File: config.mk
export PLATFORM = sky130hd
export DESIGN_NAME = srq_top
export DESIGN_NICKNAME = d
export VERILOG_FILES = /design/src/srq_pkg.sv /design/src/srq_top.sv
export SDC_FILE = /design/constraint.sdc
export NUM_CORES = 1
export LEC_CHECK = 0
export BUFFER_PORTS_ARGS = -buffer_cell sky130_fd_sc_hd__buf_2
export CAP_MARGIN = 10
export CORE_UTILIZATION = 30
export CTS_CLUSTER_SIZE = 14
export DETAILED_ROUTE_END_ITERATION = 7
export GPL_TIMING_DRIVEN = 1
export PLACE_DENSITY = 0.61
export SKIP_LAST_GASP = 1
export SYNTH_ARGS = -nofsm -noshare
export SYNTH_HDL_FRONTEND = slang
export SYNTH_SLANG_ARGS = --single-unit
File: constraint.sdc
create_clock -name hclk -period 2.5 [get_ports hclk]
set_input_delay 0.5 -clock hclk [delete_from_list [all_inputs] [get_ports hclk]]
set_output_delay 0.5 -clock hclk [all_outputs]
set_load 0.05 [all_outputs]
File: src/srq_pkg.sv
// Constants, types and reset values of the setting readout and inquiry reply block.
// Assumes a 100 MHz hclk and an AHB-Lite bus with a single slave.
//
// Contract
// (RULE1) Capture the 16-bit setting word once after reset, keep it until next reset.
// (RULE2) Select pin low at reset exit: take the word from the sixteen switch pins.
// (RULE3) Switch pins read low mean ON and are recorded as logic 1.
// (RULE4) Select pin high or open: read the word serially from the companion chip.
// (RULE5) Serial transfer is a plain shift: load strobe, then sixteen clocked bits.
// (RULE6) Output-station byte bits 7:6 choose cyclic, single, period or moving average.
// (RULE7) Low six bits of each setting byte form a binary station address.
// (RULE8) Station byte bits 7:6 give 12, 6 or 3 Mbps; both ON is invalid.
// (RULE9) Output-station address only checks the sender of setting-change mail.
// (RULE10) An eight-byte inquiry mail matching the fixed pattern gets the basic reply.
// (RULE11) Inquiries are answered from any sending node, not only the output station.
// (RULE12) Reply bytes 6 and 7 hold the version as two ASCII digits, tens first.
// (RULE13) Reply bytes 0x0A/0x0B hold the setting bytes; bytes 0x0E/0x0F are zero.
// (RULE14) Reply bytes 0x10 to 0x17 hold interval, function, count, trigger fields, zero.
// (RULE15) Status one bits 7:6 show 1 where a method switch was ON at reset exit.
// (RULE16) Status one bit 5 shows 1 when the mode select pin was low at reset exit.
// (RULE17) Status one bit 4 follows the converter link error state.
// (RULE18) Status one bit 3 is the trigger source select, default 1; bit 2 is 0.
// (RULE19) Status one bit 1 is the peak discard select, default 1.
// (RULE20) Status one bit 0 shows 1 when the polarity pin was low at reset exit.
// (RULE21) Reply byte 8 holds the message type code, 0x4D for this reply.
package srq_pkg;
   localparam logic [7:0] REG_SETTING = 8'h00;
   localparam logic [7:0] REG_STATUS = 8'h04;
   localparam logic [7:0] REG_INTERVAL = 8'h08;
   localparam logic [7:0] REG_FUNCTION = 8'h0C;
   localparam logic [7:0] REG_COUNT = 8'h10;
   localparam logic [7:0] REG_TRIG_ADDR = 8'h14;
   localparam logic [7:0] REG_TRIG_DATA = 8'h18;
   localparam logic [15:0] INTERVAL_RESET = 16'h000A;
   localparam logic [7:0] FUNCTION_RESET = 8'h03;
   localparam logic [7:0] COUNT_RESET = 8'h08;
   localparam logic [15:0] TRIG_ADDR_RESET = 16'h0000;
   localparam logic [7:0] TRIG_DATA_RESET = 8'hFF;
   localparam int FS_PEAK_BIT = 0;
   localparam int FS_TRIG_BIT = 1;
   localparam int SET_METHOD_LSB = 14;
   localparam int SET_RATE_LSB = 6;
   localparam int PIN_SELECT = 16;
   localparam int PIN_MODE = 17;
   localparam int PIN_POLARITY = 18;
   localparam int PIN_SERIAL = 19;
   localparam int PIN_LINK_ERR = 20;
   localparam int PIN_COUNT = 21;
   localparam logic [63:0] INQUIRY_PATTERN = 64'h0D3F2074656E5543;
   localparam logic [7:0] TYPE_MASTER = 8'h4D;
   localparam logic [7:0] TYPE_WRITE = 8'h57;
   localparam logic [7:0] TYPE_ACK = 8'h41;
   localparam logic [7:0] TYPE_NAK = 8'h4E;
   localparam logic [7:0] TYPE_READ = 8'h52;
   localparam logic [7:0] CODE_FROM_MASTER = 8'h00;
   localparam logic [4:0] REPLY_LAST = 5'h17;
   localparam logic [3:0] SETTLE_CYCLES = 4'h6;
   localparam logic [4:0] SERIAL_BITS = 5'h10;
   localparam int SERIAL_HALF_NS = 500;
   localparam int CLK_PERIOD_NS = 10;
   localparam logic [6:0] SERIAL_HALF_CYCLES = 7'((SERIAL_HALF_NS + CLK_PERIOD_NS - 1)
      / CLK_PERIOD_NS);
   typedef enum logic [2:0] {
      PH_SETTLE = 3'b000,
      PH_PICK = 3'b001,
      PH_LOAD = 3'b010,
      PH_SHIFT = 3'b011,
      PH_DONE = 3'b100
   } srq_phase_t;
   typedef enum logic [1:0] {
      METHOD_CYCLIC = 2'b00,
      METHOD_SINGLE = 2'b01,
      METHOD_PERIOD = 2'b10,
      METHOD_MOVING = 2'b11
   } srq_method_t;
   typedef enum logic [1:0] {
      RATE_12M = 2'b00,
      RATE_6M = 2'b01,
      RATE_3M = 2'b10,
      RATE_BAD = 2'b11
   } srq_rate_t;
endpackage

File: src/srq_top.sv
// Setting readout after reset, setting decode, register file and inquiry mail reply.
// Assumes switch and select pins are asynchronous, mail bytes come from logic on hclk.
//
// Design decisions made here: the address map and the AHB-Lite register port.
`timescale 1ns/100ps
module srq_top
   import srq_pkg::*;
#(
   // Product name bytes, byte 0 in bits 7:0; the value is arbitrary.
   parameter logic [39:0] PRODUCT_ID = 40'h5A30305A58,
   parameter logic [7:0] VERSION_TENS = 8'h30,
   parameter logic [7:0] VERSION_ONES = 8'h31
)
(
   // Clock and reset.
   input wire logic hclk,
   input wire logic hresetn,
   // AHB-Lite slave.
   input wire logic hsel,
   input wire logic [31:0] haddr,
   input wire logic [1:0] htrans,
   input wire logic hwrite,
   input wire logic [2:0] hsize,
   input wire logic [31:0] hwdata,
   input wire logic hready,
   output logic hreadyout,
   output logic hresp,
   output logic [31:0] hrdata,
   // Setting pins, active low except converter_link_error, which is active high.
   input wire logic [7:0] station_switch_input_n,
   input wire logic [7:0] output_station_switch_input_n,
   input wire logic setting_source_select_n,
   input wire logic setting_mode_select_n,
   input wire logic analog_polarity_select_n,
   input wire logic converter_link_error,
   // Companion switch reader.
   output logic reader_clock,
   output logic reader_load,
   input wire logic reader_data,
   // Decoded configuration.
   output logic config_valid,
   output logic [1:0] sampling_method,
   output logic [1:0] link_rate,
   output logic link_rate_invalid,
   output logic [5:0] station_address,
   output logic [5:0] output_station_address,
   // Received mail.
   input wire logic rx_valid,
   input wire logic rx_first,
   input wire logic rx_last,
   input wire logic [7:0] rx_byte,
   input wire logic [5:0] rx_sender,
   // Reply mail.
   output logic tx_valid,
   output logic tx_first,
   output logic tx_last,
   output logic [7:0] tx_byte,
   output logic [5:0] tx_dest,
   input wire logic tx_ready,
   // Setting-change mail sender check.
   output logic change_mail_seen,
   output logic change_sender_ok
);

   ////////////////////////////////////////////////////////////////////////////////////////
   // State.

   typedef struct packed {
      logic [PIN_COUNT-1:0] s1;
      logic [PIN_COUNT-1:0] s2;
      logic [PIN_COUNT-1:0] s3;
      logic [PIN_COUNT-1:0] filt;
      logic [3:0] settle;
      srq_phase_t phase;
      logic [6:0] div;
      logic [4:0] bits;
      logic sclk;
      logic sload;
      logic [15:0] word;
      logic valid;
      logic rate_bad;
      logic serial_src;
      logic mode_low;
      logic pol_low;
      logic ready;
      logic resp;
      logic dph_wr;
      logic [7:0] dph_addr;
      logic [31:0] rdata;
      logic [15:0] interval;
      logic [7:0] func;
      logic [7:0] count;
      logic [15:0] taddr;
      logic [7:0] tdata;
      logic [3:0] rxcnt;
      logic rxmatch;
      logic txv;
      logic txf;
      logic txl;
      logic [4:0] txidx;
      logic [7:0] txb;
      logic [5:0] txdest;
      logic chg_seen;
      logic chg_ok;
   } srq_state_t;

   srq_state_t r_reg;
   srq_state_t r_next;
   logic [PIN_COUNT-1:0] pins;
   logic addr_phase;
   logic [3:0] rx_pos;
   logic rx_hit;
   logic inquiry_done;
   logic tx_take;

   assign pins = {converter_link_error, reader_data, analog_polarity_select_n,
      setting_mode_select_n, setting_source_select_n, output_station_switch_input_n,
      station_switch_input_n};

   ////////////////////////////////////////////////////////////////////////////////////////
   // Functions.

   function automatic logic [7:0] status_one(input srq_state_t s);
      status_one = {s.word[15], s.word[14], s.mode_low, s.filt[PIN_LINK_ERR],
         s.func[FS_TRIG_BIT], 1'b0, s.func[FS_PEAK_BIT], s.pol_low}; // see (RULE15) (RULE16)
      // see (RULE17) (RULE18) (RULE19) (RULE20)
   endfunction

   function automatic logic [7:0] reply_byte(input logic [4:0] idx, input srq_state_t s);
      case (idx)
         5'h00, 5'h01, 5'h02, 5'h03, 5'h04:
            reply_byte = PRODUCT_ID[8*idx +: 8];
         5'h05: reply_byte = 8'h20;
         5'h06: reply_byte = VERSION_TENS; // see (RULE12)
         5'h07: reply_byte = VERSION_ONES;
         5'h08: reply_byte = TYPE_MASTER; // see (RULE21)
         5'h09: reply_byte = CODE_FROM_MASTER;
         5'h0A: reply_byte = s.word[7:0]; // see (RULE13)
         5'h0B: reply_byte = s.word[15:8];
         5'h0C: reply_byte = status_one(s);
         5'h0D: reply_byte = {1'b0, ~s.serial_src, 6'h00};
         5'h10: reply_byte = s.interval[7:0]; // see (RULE14)
         5'h11: reply_byte = s.interval[15:8];
         5'h12: reply_byte = s.func;
         5'h13: reply_byte = s.count;
         5'h14: reply_byte = s.taddr[7:0];
         5'h15: reply_byte = s.taddr[15:8];
         5'h16: reply_byte = s.tdata;
         default: reply_byte = 8'h00;
      endcase
   endfunction

   ////////////////////////////////////////////////////////////////////////////////////////
   // Next state.

   assign addr_phase = hsel && htrans[1] && hready;
   assign rx_pos = rx_first ? 4'h0 : r_reg.rxcnt;
   assign rx_hit = (rx_first || r_reg.rxmatch) && !rx_pos[3]
      && (rx_byte == INQUIRY_PATTERN[8*rx_pos[2:0] +: 8]);
   assign inquiry_done = rx_valid && rx_last && rx_hit && (rx_pos == 4'h7); // see (RULE10)
   assign tx_take = r_reg.txv && tx_ready;

   always_comb
   begin
      r_next = r_reg;
      r_next.s1 = pins;
      r_next.s2 = r_reg.s1;
      r_next.s3 = r_reg.s2;
      for (int i = 0; i < PIN_COUNT; i++)
      begin
         if (r_reg.s2[i] == r_reg.s3[i])
         begin
            r_next.filt[i] = r_reg.s3[i];
         end
      end
      r_next.chg_seen = 1'b0;
      if (r_reg.div == 7'h00)
      begin
         r_next.div = SERIAL_HALF_CYCLES - 7'h01;
      end
      else
      begin
         r_next.div = r_reg.div - 7'h01;
      end
      case (r_reg.phase)
         PH_SETTLE:
         begin
            r_next.settle = r_reg.settle + 4'h1;
            if (r_reg.settle == SETTLE_CYCLES)
            begin
               r_next.phase = PH_PICK;
            end
         end
         PH_PICK:
         begin
            r_next.mode_low = ~r_reg.filt[PIN_MODE];
            r_next.pol_low = ~r_reg.filt[PIN_POLARITY];
            r_next.serial_src = r_reg.filt[PIN_SELECT];
            if (!r_reg.filt[PIN_SELECT])
            begin
               r_next.word = ~r_reg.filt[15:0]; // see (RULE2) (RULE3)
               r_next.valid = 1'b1; // see (RULE1)
               r_next.phase = PH_DONE;
            end
            else
            begin
               r_next.phase = PH_LOAD; // see (RULE4)
               r_next.div = SERIAL_HALF_CYCLES - 7'h01;
               r_next.sload = 1'b1;
            end
         end
         PH_LOAD:
         begin
            if (r_reg.div == 7'h00)
            begin
               r_next.sload = 1'b0; // see (RULE5)
               r_next.phase = PH_SHIFT;
            end
         end
         PH_SHIFT:
         begin
            if (r_reg.div == 7'h00)
            begin
               if (!r_reg.sclk)
               begin
                  r_next.sclk = 1'b1;
                  r_next.word = {r_reg.word[14:0], ~r_reg.filt[PIN_SERIAL]}; // see (RULE5)
                  r_next.bits = r_reg.bits + 5'h01;
               end
               else
               begin
                  r_next.sclk = 1'b0;
                  if (r_reg.bits == SERIAL_BITS)
                  begin
                     r_next.valid = 1'b1; // see (RULE1)
                     r_next.phase = PH_DONE;
                  end
               end
            end
         end
         PH_DONE:
         begin
            r_next.phase = PH_DONE;
         end
         default:
         begin
            r_next.phase = PH_SETTLE;
         end
      endcase
      r_next.rate_bad = r_next.valid && (r_next.word[SET_RATE_LSB +: 2] == RATE_BAD);
      r_next.dph_wr = addr_phase && hwrite;
      r_next.dph_addr = haddr[7:0];
      if (r_reg.dph_wr)
      begin
         case (r_reg.dph_addr)
            REG_INTERVAL: r_next.interval = hwdata[15:0];
            REG_FUNCTION: r_next.func = hwdata[7:0];
            REG_COUNT: r_next.count = hwdata[7:0];
            REG_TRIG_ADDR: r_next.taddr = hwdata[15:0];
            REG_TRIG_DATA: r_next.tdata = hwdata[7:0];
            default: r_next.interval = r_reg.interval;
         endcase
      end
      if (addr_phase && !hwrite)
      begin
         case (haddr[7:0])
            REG_SETTING: r_next.rdata = {10'h000, r_reg.word[15:14], r_reg.word[7:6],
               r_reg.serial_src, r_reg.valid, r_reg.word};
            REG_STATUS: r_next.rdata = {16'h0000, 1'b0, ~r_reg.serial_src, 6'h00,
               status_one(r_reg)};
            REG_INTERVAL: r_next.rdata = {16'h0000, r_reg.interval};
            REG_FUNCTION: r_next.rdata = {24'h000000, r_reg.func};
            REG_COUNT: r_next.rdata = {24'h000000, r_reg.count};
            REG_TRIG_ADDR: r_next.rdata = {16'h0000, r_reg.taddr};
            REG_TRIG_DATA: r_next.rdata = {24'h000000, r_reg.tdata};
            default: r_next.rdata = 32'h00000000;
         endcase
      end
      if (rx_valid)
      begin
         r_next.rxcnt = rx_pos[3] ? rx_pos : rx_pos + 4'h1;
         r_next.rxmatch = rx_hit;
         if (rx_last && !inquiry_done)
         begin
            r_next.chg_seen = 1'b1;
            r_next.chg_ok = (rx_sender == r_reg.word[13:8]); // see (RULE9)
         end
      end
      if (tx_take)
      begin
         r_next.txf = 1'b0;
         if (r_reg.txidx == REPLY_LAST)
         begin
            r_next.txv = 1'b0;
            r_next.txl = 1'b0;
         end
         else
         begin
            r_next.txidx = r_reg.txidx + 5'h01;
            r_next.txb = reply_byte(r_reg.txidx + 5'h01, r_reg);
            r_next.txl = (r_reg.txidx + 5'h01 == REPLY_LAST);
         end
      end
      if (inquiry_done && r_reg.valid && !r_reg.txv)
      begin
         r_next.txv = 1'b1;
         r_next.txf = 1'b1;
         r_next.txl = 1'b0;
         r_next.txidx = 5'h00;
         r_next.txb = reply_byte(5'h00, r_reg);
         r_next.txdest = rx_sender; // see (RULE11)
      end
   end

   always_ff @(posedge hclk or negedge hresetn)
   begin
      if (!hresetn)
      begin
         r_reg <= '0;
         r_reg.phase <= PH_SETTLE;
         r_reg.ready <= 1'b1;
         r_reg.interval <= INTERVAL_RESET;
         r_reg.func <= FUNCTION_RESET;
         r_reg.count <= COUNT_RESET;
         r_reg.taddr <= TRIG_ADDR_RESET;
         r_reg.tdata <= TRIG_DATA_RESET;
      end
      else
      begin
         r_reg <= r_next;
      end
   end

   ////////////////////////////////////////////////////////////////////////////////////////
   // Outputs.

   assign hreadyout = r_reg.ready;
   assign hresp = r_reg.resp;
   assign hrdata = r_reg.rdata;
   assign reader_clock = r_reg.sclk;
   assign reader_load = r_reg.sload;
   assign config_valid = r_reg.valid;
   assign sampling_method = r_reg.word[SET_METHOD_LSB +: 2]; // see (RULE6)
   assign link_rate = r_reg.word[SET_RATE_LSB +: 2]; // see (RULE8)
   assign link_rate_invalid = r_reg.rate_bad; // see (RULE8)
   assign station_address = r_reg.word[5:0]; // see (RULE7)
   assign output_station_address = r_reg.word[13:8];
   assign tx_valid = r_reg.txv;
   assign tx_first = r_reg.txf;
   assign tx_last = r_reg.txl;
   assign tx_byte = r_reg.txb;
   assign tx_dest = r_reg.txdest;
   assign change_mail_seen = r_reg.chg_seen;
   assign change_sender_ok = r_reg.chg_ok;

   ////////////////////////////////////////////////////////////////////////////////////////
   // Assertions.

   logic [4:0] clk_rises;
   always_ff @(posedge hclk or negedge hresetn)
   begin
      if (!hresetn)
      begin
         clk_rises <= 5'h00;
      end
      else if (!r_reg.sclk && r_next.sclk)
      begin
         clk_rises <= clk_rises + 5'h01;
      end
   end
endmodule

Word-level counts from Yosys, hierarchy flattened
Cells that the tools add are included.
{"block": "totals", "input_bits": 113, "regBits": 252, "elab_cells": 212}
{"block": "classes", "eq_ne": 72, "n_shift": 2, "mux": 31, "bitwise_logic": 6, "reduce_logical": 41, "addsub": 5}
{"op": "$pmux 22 s7", "count": 1}
{"op": "$pmux 8 s16", "count": 1}
{"op": "$shiftx 64x7->8 const A", "count": 1}
{"op": "$eq 5x5->1 const B", "count": 10}
{"op": "$eq 8x5->1 const B", "count": 6}
{"op": "$shiftx 40x9->8 const A", "count": 1}
{"op": "$mux 17", "count": 2}
{"op": "$pmux 17 s2", "count": 1}
{"op": "$eq 8x4->1 const B", "count": 4}
{"op": "$mux 16", "count": 2}
{"op": "$eq 5x4->1 const B", "count": 5}
{"op": "$mux 22", "count": 1}
{"op": "$eq 1x1->1", "count": 21}
{"op": "$mux 7", "count": 3}
{"op": "$eq 5x3->1 const B", "count": 4}
{"op": "$mux 3", "count": 6}
{"op": "$reduce_and 2->1", "count": 9}
{"op": "$ne 2x2->1 const B", "count": 8}
{"op": "$not 16->16", "count": 1}
{"op": "$pmux 3 s5", "count": 1}
{"op": "$logic_and 1x1->1", "count": 14}
{"op": "$mux 13", "count": 1}
{"op": "$add 5x1->5 const B", "count": 2}
{"op": "$eq 5x2->1 const B", "count": 2}
{"op": "28 further kinds", "count": 50}

Logic depth before layout (Yosys ltp)
Gate-level depths: netlist of the first run.
{"block": "logic_depth", "depth_word": 10, "ltp_mapped": 11, "ltp_nobuf": 9}

Worst setup path after synthesis of the first run
OpenSTA, ideal clock, no wires.
{"block": "synth_path", "kind": "input to register", "startpoint": "in rx_first", "endpoint": "reg r_reg (netlist bit tx_dest[2])", "arrival_time_ns": 2.598, "cell_stages": 10, "setup_slack_ns": -0.226, "setup_time_ns": 0.127, "path_cell_list": "buf_2 -> nand2b_1 -> inv_1 -> ha_1 -> a211oi_1 -> xor2_1 -> nand4_1 -> nor4_4 -> buf_4 -> mux2_1"}
{"block": "synth_via", "elab_chain_cells": 8, "word_cells_on_any_way": 12, "cone_classes": "eq/ne (2); shift (1); mux (1); reduce/logical (8)"}
{"item": "from (decl)", "line_no": "srq_top.sv:49", "source": "input wire logic rx_first,"}
{"item": "$mux 4", "line_no": "srq_top.sv:157", "source": "assign rx_pos = rx_first ? 4'h0 : r_reg.rxcnt;"}
{"item": "$shiftx 64x7->8 or $logic_not 1->1 (tied branches)", "line_no": "srq_top.sv:159, srq_top.sv:158"}
{"item": "$eq 8x8->1 or $logic_and 1x1->1 (tied branches)", "line_no": "srq_top.sv:159, srq_top.sv:158"}
{"item": "$logic_and 1x1->1", "line_no": "srq_top.sv:159", "source": "&& (rx_byte == INQUIRY_PATTERN[8*rx_pos[2:0] +: 8]);"}
{"item": "$logic_and 1x1->1", "line_no": "srq_top.sv:160", "source": "assign inquiry_done = rx_valid && rx_last && rx_hit && (rx_pos == 4'h7);"}
{"item": "$logic_and 1x1->1 *", "line_no": "srq_top.sv:160"}
{"item": "$logic_and 1x1->1 * (2 in series)", "line_no": "srq_top.sv:304", "source": "if (inquiry_done && r_reg.valid && !r_reg.txv)"}
{"item": "to (signal assigned)", "line_no": "srq_top.sv:330", "source": "r_reg <= r_next;"}
{"item": "to (decl)", "line_no": "srq_top.sv:107", "source": "srq_state_t r_reg;"}
Mark *: on every way between the ends. The rest lies on a longest branch, timed or not.
A chain may end at the register's enable or synchronous reset.

Final worst setup path of the first run
{"block": "layout_path", "startpoint": "reg r_reg[26] (netlist bit)", "endpoint": "reg r_reg[16] (netlist bit)"}
{"block": "layout_via", "elab_chain_cells": 10, "word_cells_on_any_way": 13, "cone_classes": "eq/ne (3); shift (1); mux (2); reduce/logical (7)"}
{"item": "$mux 4 *", "line_no": "srq_top.sv:157"}
{"item": "$shiftx 64x7->8", "line_no": "srq_top.sv:159"}
{"item": "$eq 8x8->1", "line_no": "srq_top.sv:159"}
{"item": "$logic_and 1x1->1", "line_no": "srq_top.sv:159"}
{"item": "$logic_and 1x1->1", "line_no": "srq_top.sv:160"}
{"item": "$logic_and 1x1->1 *", "line_no": "srq_top.sv:160"}
{"item": "$logic_and 1x1->1 * (2 in series)", "line_no": "srq_top.sv:304"}
{"item": "$ne 2x1->1 (no source line) or $reduce_bool 2->1 (tied branches)"}
{"item": "$reduce_and 2->1 (no source line)"}
Marks and branches as above.

==> reports/qor.txt, run 1 <==
Total track usage = 0.1589
H-tree depth = 1
Setup crit start kind = flip-flop
Most common cell after layout, fill and taps aside = dfrtp_1
Crit-path max FO = 8
Async SR Flop Fraction = 1.000
TritonCTS clock tree = built
Final critical-path setup slack = 0.07698 ns
Setup TNS = 0 ns
Clk sink count = 242
Slew headroom = 0.5713
TritonCTS Buffers = 28
DRC = 12
Cells after synthesis = 924
Leak = 6.030 nW
N_diodes = 0
Num ports = 186
Worst-path clk slew = 0.06 ns
Hold slack = 0.05934 ns
Hold Path Class = input port to flip-flop
Routing usage on met1 = 0.2188
Ys flop type = dfrtp_1
CP Data Required Time = 2.93 ns
First-pass GRT wire length = 45,710 um
Most Crowded Layer GR = met2
GRT met2 Usage = 0.2517
1st-iter DRT viols = 626
Least-Margin Pin Slew = 0.6407 ns
Starting Density = 0.3063
Max-capacitance violation count = 0
Synth Register Bits = 242
Deepest clock path buffer count = 3
Worst EP arrival = 2.85 ns
Hpwl dp = 21,830 um
Worst Clk Skew = 0.02117 ns
Crit Path Class = flip-flop to flip-flop
Failing checks = DRC
Placed cell area = 12,290 um^2
Unique cell type count in the Yosys netlist = 72
Filler cell count = 3,515
Syn Std Cell Area = 10,950 um^2
Status = complete, but fails checks
Final instance area = 13,380 um^2
Largest net degree at the start of global routing = 75
Placed Cells = 1,505
Multi-input logic area = 4282 um^2
Routed wire per std cell = 18.89 um
Avg Vias per Cell = 5.029
Share of cells above drive strength 1 = 0.3345
Post-Layout Cell Count = 1,564
Num rows = 69
Core area = 35,740 um^2
Warnings, synthesis = 0
Die Y = 193.0 um
Chip width = 193.0 um
Register area share after synthesis = 0.5547
Largest register FFs = 139
Die area = 37,260 um^2
P per Cell Area = 811.7 nW/um^2
RSZ-0062 raised after global routing = yes
Layout Area Growth over Synthesis = 22.22%
Mean Syn Cell Area = 11.85 um^2
Final WL = 29,540 um
Post-synth EDFFs = 0
Final hold violation count = 0
First-pass DRT Iterations = 8
Dpl ws = -0.1516 ns
GPL Wtd Cong = 0.9897
Worst vdd ir = 0.6207 mV
Reg area = 6072 um^2
# setup viols final = 0
Achievable frequency = 412.7 MHz
IO Port Bufs = 129
Root buf cell = clkbuf_16
Total vias in the final route = 7,866
Crit end category = flip-flop
Fin. max-slew vios = 0
Vias in the first global route = 7,809
Commonest cells after routing, fill and taps aside = 229 x dfrtp_1, 128 x buf_2, 83 x buf_4
GR Overflow Total = 0
Post-route clock period utilization = 0.9692
Min cycle time layout = 2.423 ns
Global Route met3 Usage = 0.03294
Antenna Nets Post-Route = 0
Layout net count = 1,210
Worst-Skew Late Latency = 0.55 ns
Initial antenna violation count = 3
[layout make-up]
type	count	share of cell area
clock inverter	12	0.01188
tap	461	0.04311
multi-input combinational	564	0.3200
inverter	23	0.006453
clock buffer	40	0.05649
timing repair buffer	222	0.1082
sequential	242	0.4538
[power breakdown]
part,total (W),internal [W],switching (W)
clock,0.00405,0.00242,0.00163
sequential,0.00495,0.00432,0.000631
combinational,0.00186,0.000681,0.00118
total,0.0109,0.00742,0.00344
[worst max-delay path: stages, from the launching register on]
cell,delay (ns)
dfrtp_1,0.39
nand2b_4,0.07
buf_4,0.14
ha_1,0.20
mux2i_1,0.18
xnor2_1,0.14
nand4_1,0.21
nor4_4,0.29
buf_4,0.19
buf_12,0.13
nor2_2,0.08
mux2_4,0.29
[routing by layer]
layer | up-vias | share of wire
li1 | 3621 | -
met1 | 3915 | 0.45
met2 | 265 | 0.46
met3 | 59 | 0.066
met4 | 6 | 0.025
met5 | - | 0.0018
[per-stage QoR]
stage | util | total power, W
global placement | 0.3438 | 0.006832
global route | 0.3743 | 0.01136
finish | 0.3743 | 0.01086
floorplan | - | 0.006146
CTS | 0.3697 | 0.01101
detailed placement | 0.3438 | 0.006878
[cells by family after synthesis]
group           synth area share
fa+ha+maj                0.03749
compound gates            0.1358
xor+xnor                 0.02240
mux                      0.08001
flops                     0.5547
simple gates              0.1006
buf+inv                  0.06835
other cells            0.0006860
[synthesized netlist by cell type (4+ instances only)]
master	count	area [um^2]
a21o_1	6	45.04
a21oi_1	18	90.09
a221o_1	18	180.2
a221oi_1	8	70.07
a222oi_1	16	160.2
a22o_1	22	192.7
a22oi_1	18	135.1
a31oi_1	5	31.28
buf_2	16	80.08
buf_4	66	495.5
clkbuf_1	23	86.33
dfrtp_1	229	5731
dfstp_2	13	341.6
ha_1	16	200.2
inv_1	22	82.58
maj3_1	21	210.2
mux2_1	7	78.83
mux2_2	61	686.9
mux2i_1	11	110.1
nand2_1	71	266.5
nand2b_1	8	50.05
nand3_1	20	100.1
nand3b_1	4	30.03
nand4_1	11	68.82
nand4b_1	4	35.03
nor2_1	48	180.2
nor2b_1	10	62.56
nor3_1	11	55.05
o21ai_0	32	160.2
o22ai_1	7	43.79
o31ai_1	4	30.03
xnor2_1	21	183.9
xor2_1	7	61.31
[path summary, 6_finish.rpt]
check	from	end	slack [ns]	cells after the start
min in group asynchronous	hresetn	r_reg[208]$_DFF_PN0_	0.52	2
min reg2reg	r_next[222]$_DFF_PN0_	r_next[201]$_DFF_PN0_	0.34	0
min	output_station_switch_input_n[3]	r_next[223]$_DFF_PN0_	0.06	1
max	r_reg[26]$_DFFE_PN0P_	r_reg[16]$_DFFE_PN0P_	0.08	11
max reg2reg	r_reg[26]$_DFFE_PN0P_	r_reg[16]$_DFFE_PN0P_	0.08	11
max in group asynchronous	hresetn	r_reg[32]$_DFFE_PN1P_	1.16	3
[timing repair]
item,4_1_cts,5_1_grt
hold endpoints to repair,68,0
buffers inserted,0,5
hold buffers,1,0
endpoints found under the setup margin,0,14
resized for setup,0,26
(Power assumes the default switching activity.)
==> run 2, diff against run 1 <==
==> constraint.sdc (replaced) <==
create_clock -name hclk -period 2.5 [get_ports hclk]
set_input_delay 0.125 -clock hclk [delete_from_list [all_inputs] [get_ports hclk]]
set_output_delay 0.125 -clock hclk [all_outputs]
set_load 0.05 [all_outputs]
==> reports/qor.txt, run 2 (synthesized netlist as in run 1, its figures left out) <==
Status = complete, but fails checks
Failing checks = DRC
Reg power frac = 0.442 (-0.014)
TritonCTS clock tree = built
Least-Margin Pin Slew = 0.6523 ns (+0.01165 ns)
H-tree depth = 1 (unchanged)
Switching fraction of total power = 0.3113 (-0.005454)
Share of cells above drive strength 1 = 0.3158 (-0.01875)
Most common cell after layout, fill and taps aside = dfrtp_1
Worst R2R Setup Slack = 0.09 ns (about the same)
Final hold violation count = 0 (unchanged)
Post-route clock period utilization = 0.9654 (-0.003770)
Die area = 37,260 um^2 (unchanged)
Placed cell area = 12,170 um^2 (-1.0%)
Worst vdd ir = 0.5769 mV (-7.1%)
Total vias in the final route = 7,974 (+1.4%)
GPL Wtd Cong = 0.9403 (-5.0%)
Initial antenna violation count = 2 (-1)
Hold Path Class = input port to flip-flop
Worst-Skew Late Latency = 0.55 ns (about the same)
Hold slack = 0.02955 ns (-0.02979 ns)
First-pass GRT wire length = 46,750 um (+2.3%)
Placed Cells = 1,487 (-1.2%)
Chip width = 193.0 um (unchanged)
FF-to-FF path depth = 10 (-1)
Post-Layout Cell Count = 1,601 (+2.4%)
First-pass DRT Iterations = 8 (unchanged)
TritonCTS Buffers = 27 (-3.6%)
Max-capacitance violation count = 0 (unchanged)
Worst EP arrival = 2.87 ns (+0.02 ns)
Final instance area = 13,910 um^2 (+3.9%)
Setup crit start kind = flip-flop
Commonest cells after routing, fill and taps aside = 229 x dfrtp_1, 128 x buf_2, 69 x nand2_1
Routed wire per std cell = 18.56 um (-1.7%)
Final WL = 29,710 um (+0.58%)
Starting Density = 0.3063 (unchanged)
1st-iter DRT viols = 739 (+18%)
Clk sink count = 242 (unchanged)
Slew headroom = 0.5618 (-0.009536)
N_diodes = 0 (unchanged)
Die Y = 193.0 um (unchanged)
Hold Path Depth = 3 (+2)
Final core utilization = 0.3891 (+0.01474)
Largest register FFs = 139 (unchanged)
Worst Clk Skew = 0.01657 ns (-0.004600 ns)
Num rows = 69 (unchanged)
Antenna Nets Post-Route = 0 (unchanged)
DRC = 25 (+13)
Num ports = 186 (unchanged)
Crit-path max FO = 10 (+2)
Logic pwr share = 0.176 (+0.005)
Vias in the first global route = 8,161 (+4.5%)
Hpwl dp = 21,620 um (-0.97%)
CP Data Required Time = 2.96 ns (+0.03 ns)
IO Port Bufs = 129 (unchanged)
Core area = 35,740 um^2 (unchanged)
Root buf cell = clkbuf_16
# setup viols final = 0 (unchanged)
RSZ-0062 raised after global routing = yes
GR Overflow Total = 0 (unchanged)
Psw = 0.003462 W (+0.66%)
Crit Path Class = flip-flop to flip-flop
Largest net degree at the start of global routing = 75 (unchanged)
P per Cell Area = 799.9 nW/um^2 (-1.5%)
Fin. max-slew vios = 0 (unchanged)
Achievable frequency = 414.3 MHz (+0.39%)
Min cycle time layout = 2.414 ns (-0.009426 ns)
Worst-path clk slew = 0.06 ns (about the same)
Final Total Pwr = 0.01112 W (+2.4%)
Layout Area Growth over Synthesis = 27.03%
Leak = 6.209 nW (+3.0%)
Layout net count = 1,249 (+3.2%)
Crit end category = flip-flop
Avg Vias per Cell = 4.981 (-0.97%)
Deepest clock path buffer count = 3 (unchanged)
Internal = 0.007660 W (+3.2%)
Total track usage = 0.1631 (+0.004265)
Clk network pwr share = 0.383 (+0.010)
[run 2: cell count changes in the layout (fill, tap and decap cells not counted), sizes merged]
cell and change:
bufinv +2, clkbuf -6, dlygate4sd3 +58, buf -17, clkinvlp +1, clkinv -1
[run 2: layout make-up]
class                           instances  area, um^2
Sequential cell                       242        6072
Clock inverter                         14       229.0
Timing Repair Buffer                  262        1921
Multi-Input combinational cell        564        4285
Inverter                               23       86.33
Fill cell                            3476       21840
Tap cell                              461       576.8
Clock buffer                           35       735.7
[run 2: per-stage QoR]
step / setup WS, ns / setup TNS [ns]
after global placement: -0.02330 / -0.02330
after global routing: -0.04314 / -0.4363
after detailed placement: -0.02734 / -0.03444
final: 0.08641 / 0
after floorplan: 0.05753 / 0
after CTS: 0.006056 / 0
[run 2: repair_timing]
item | 4_1_cts | 5_1_grt
resized for setup | 0 | 36
endpoints found under the setup margin | 6 | 29
buffers inserted | 0 | 6
hold endpoints to repair | 171 | 0
hold buffers | 59 | 0
pin swaps | 1 | 19
[run 2: final timing paths]
path	to	from
max	tx_byte[6]$_DFFE_PN0P_	r_reg[16]$_DFFE_PN0P_
min reg2reg	r_next[205]$_DFF_PN0_	r_next[226]$_DFF_PN0_
min in group asynchronous	r_next[214]$_DFF_PN0_	hresetn
min	r_reg[25]$_DFFE_PN0P_	rx_first
max in group asynchronous	r_reg[35]$_DFFE_PN1P_	hresetn
max reg2reg	tx_byte[6]$_DFFE_PN0P_	r_reg[16]$_DFFE_PN0P_
[run 2: per-layer routing]
layer  global-route usage  wire [um]  vias to the layer above
met1               0.2290      13400                     3934
met4              0.05409        890                        4
li1                     -          -                     3702
met2               0.2499      13290                      273
met3              0.03421       2112                       61
met5                    0         23                        -
[run 2: worst max-delay path: stages (launching register included)]
cell and delay (ns):
dfrtp_1 0.35, buf_4 0.20, nand2_2 0.12, buf_4 0.16
or4_1 0.47, o31ai_1 0.14, buf_4 0.23, inv_1 0.04
o21ai_0 0.28, nand2_1 0.12, a31oi_2 0.21
[run 2: power by group through the flow]
| stage | Clock [W] | Sequential (W) | Combinational (W) |
|---|---|---|---|
| 5_1_grt | 0.00454 | 0.00496 | 0.00213 |
| 6_report | 0.00426 | 0.00491 | 0.00196 |
| 3_3_place_gp | 0 | 0.00497 | 0.00183 |
| 3_5_place_dp | 0 | 0.00497 | 0.00185 |
| 2_1_floorplan | 0 | 0.00475 | 0.00137 |
| 4_1_cts | 0.00437 | 0.00491 | 0.00193 |
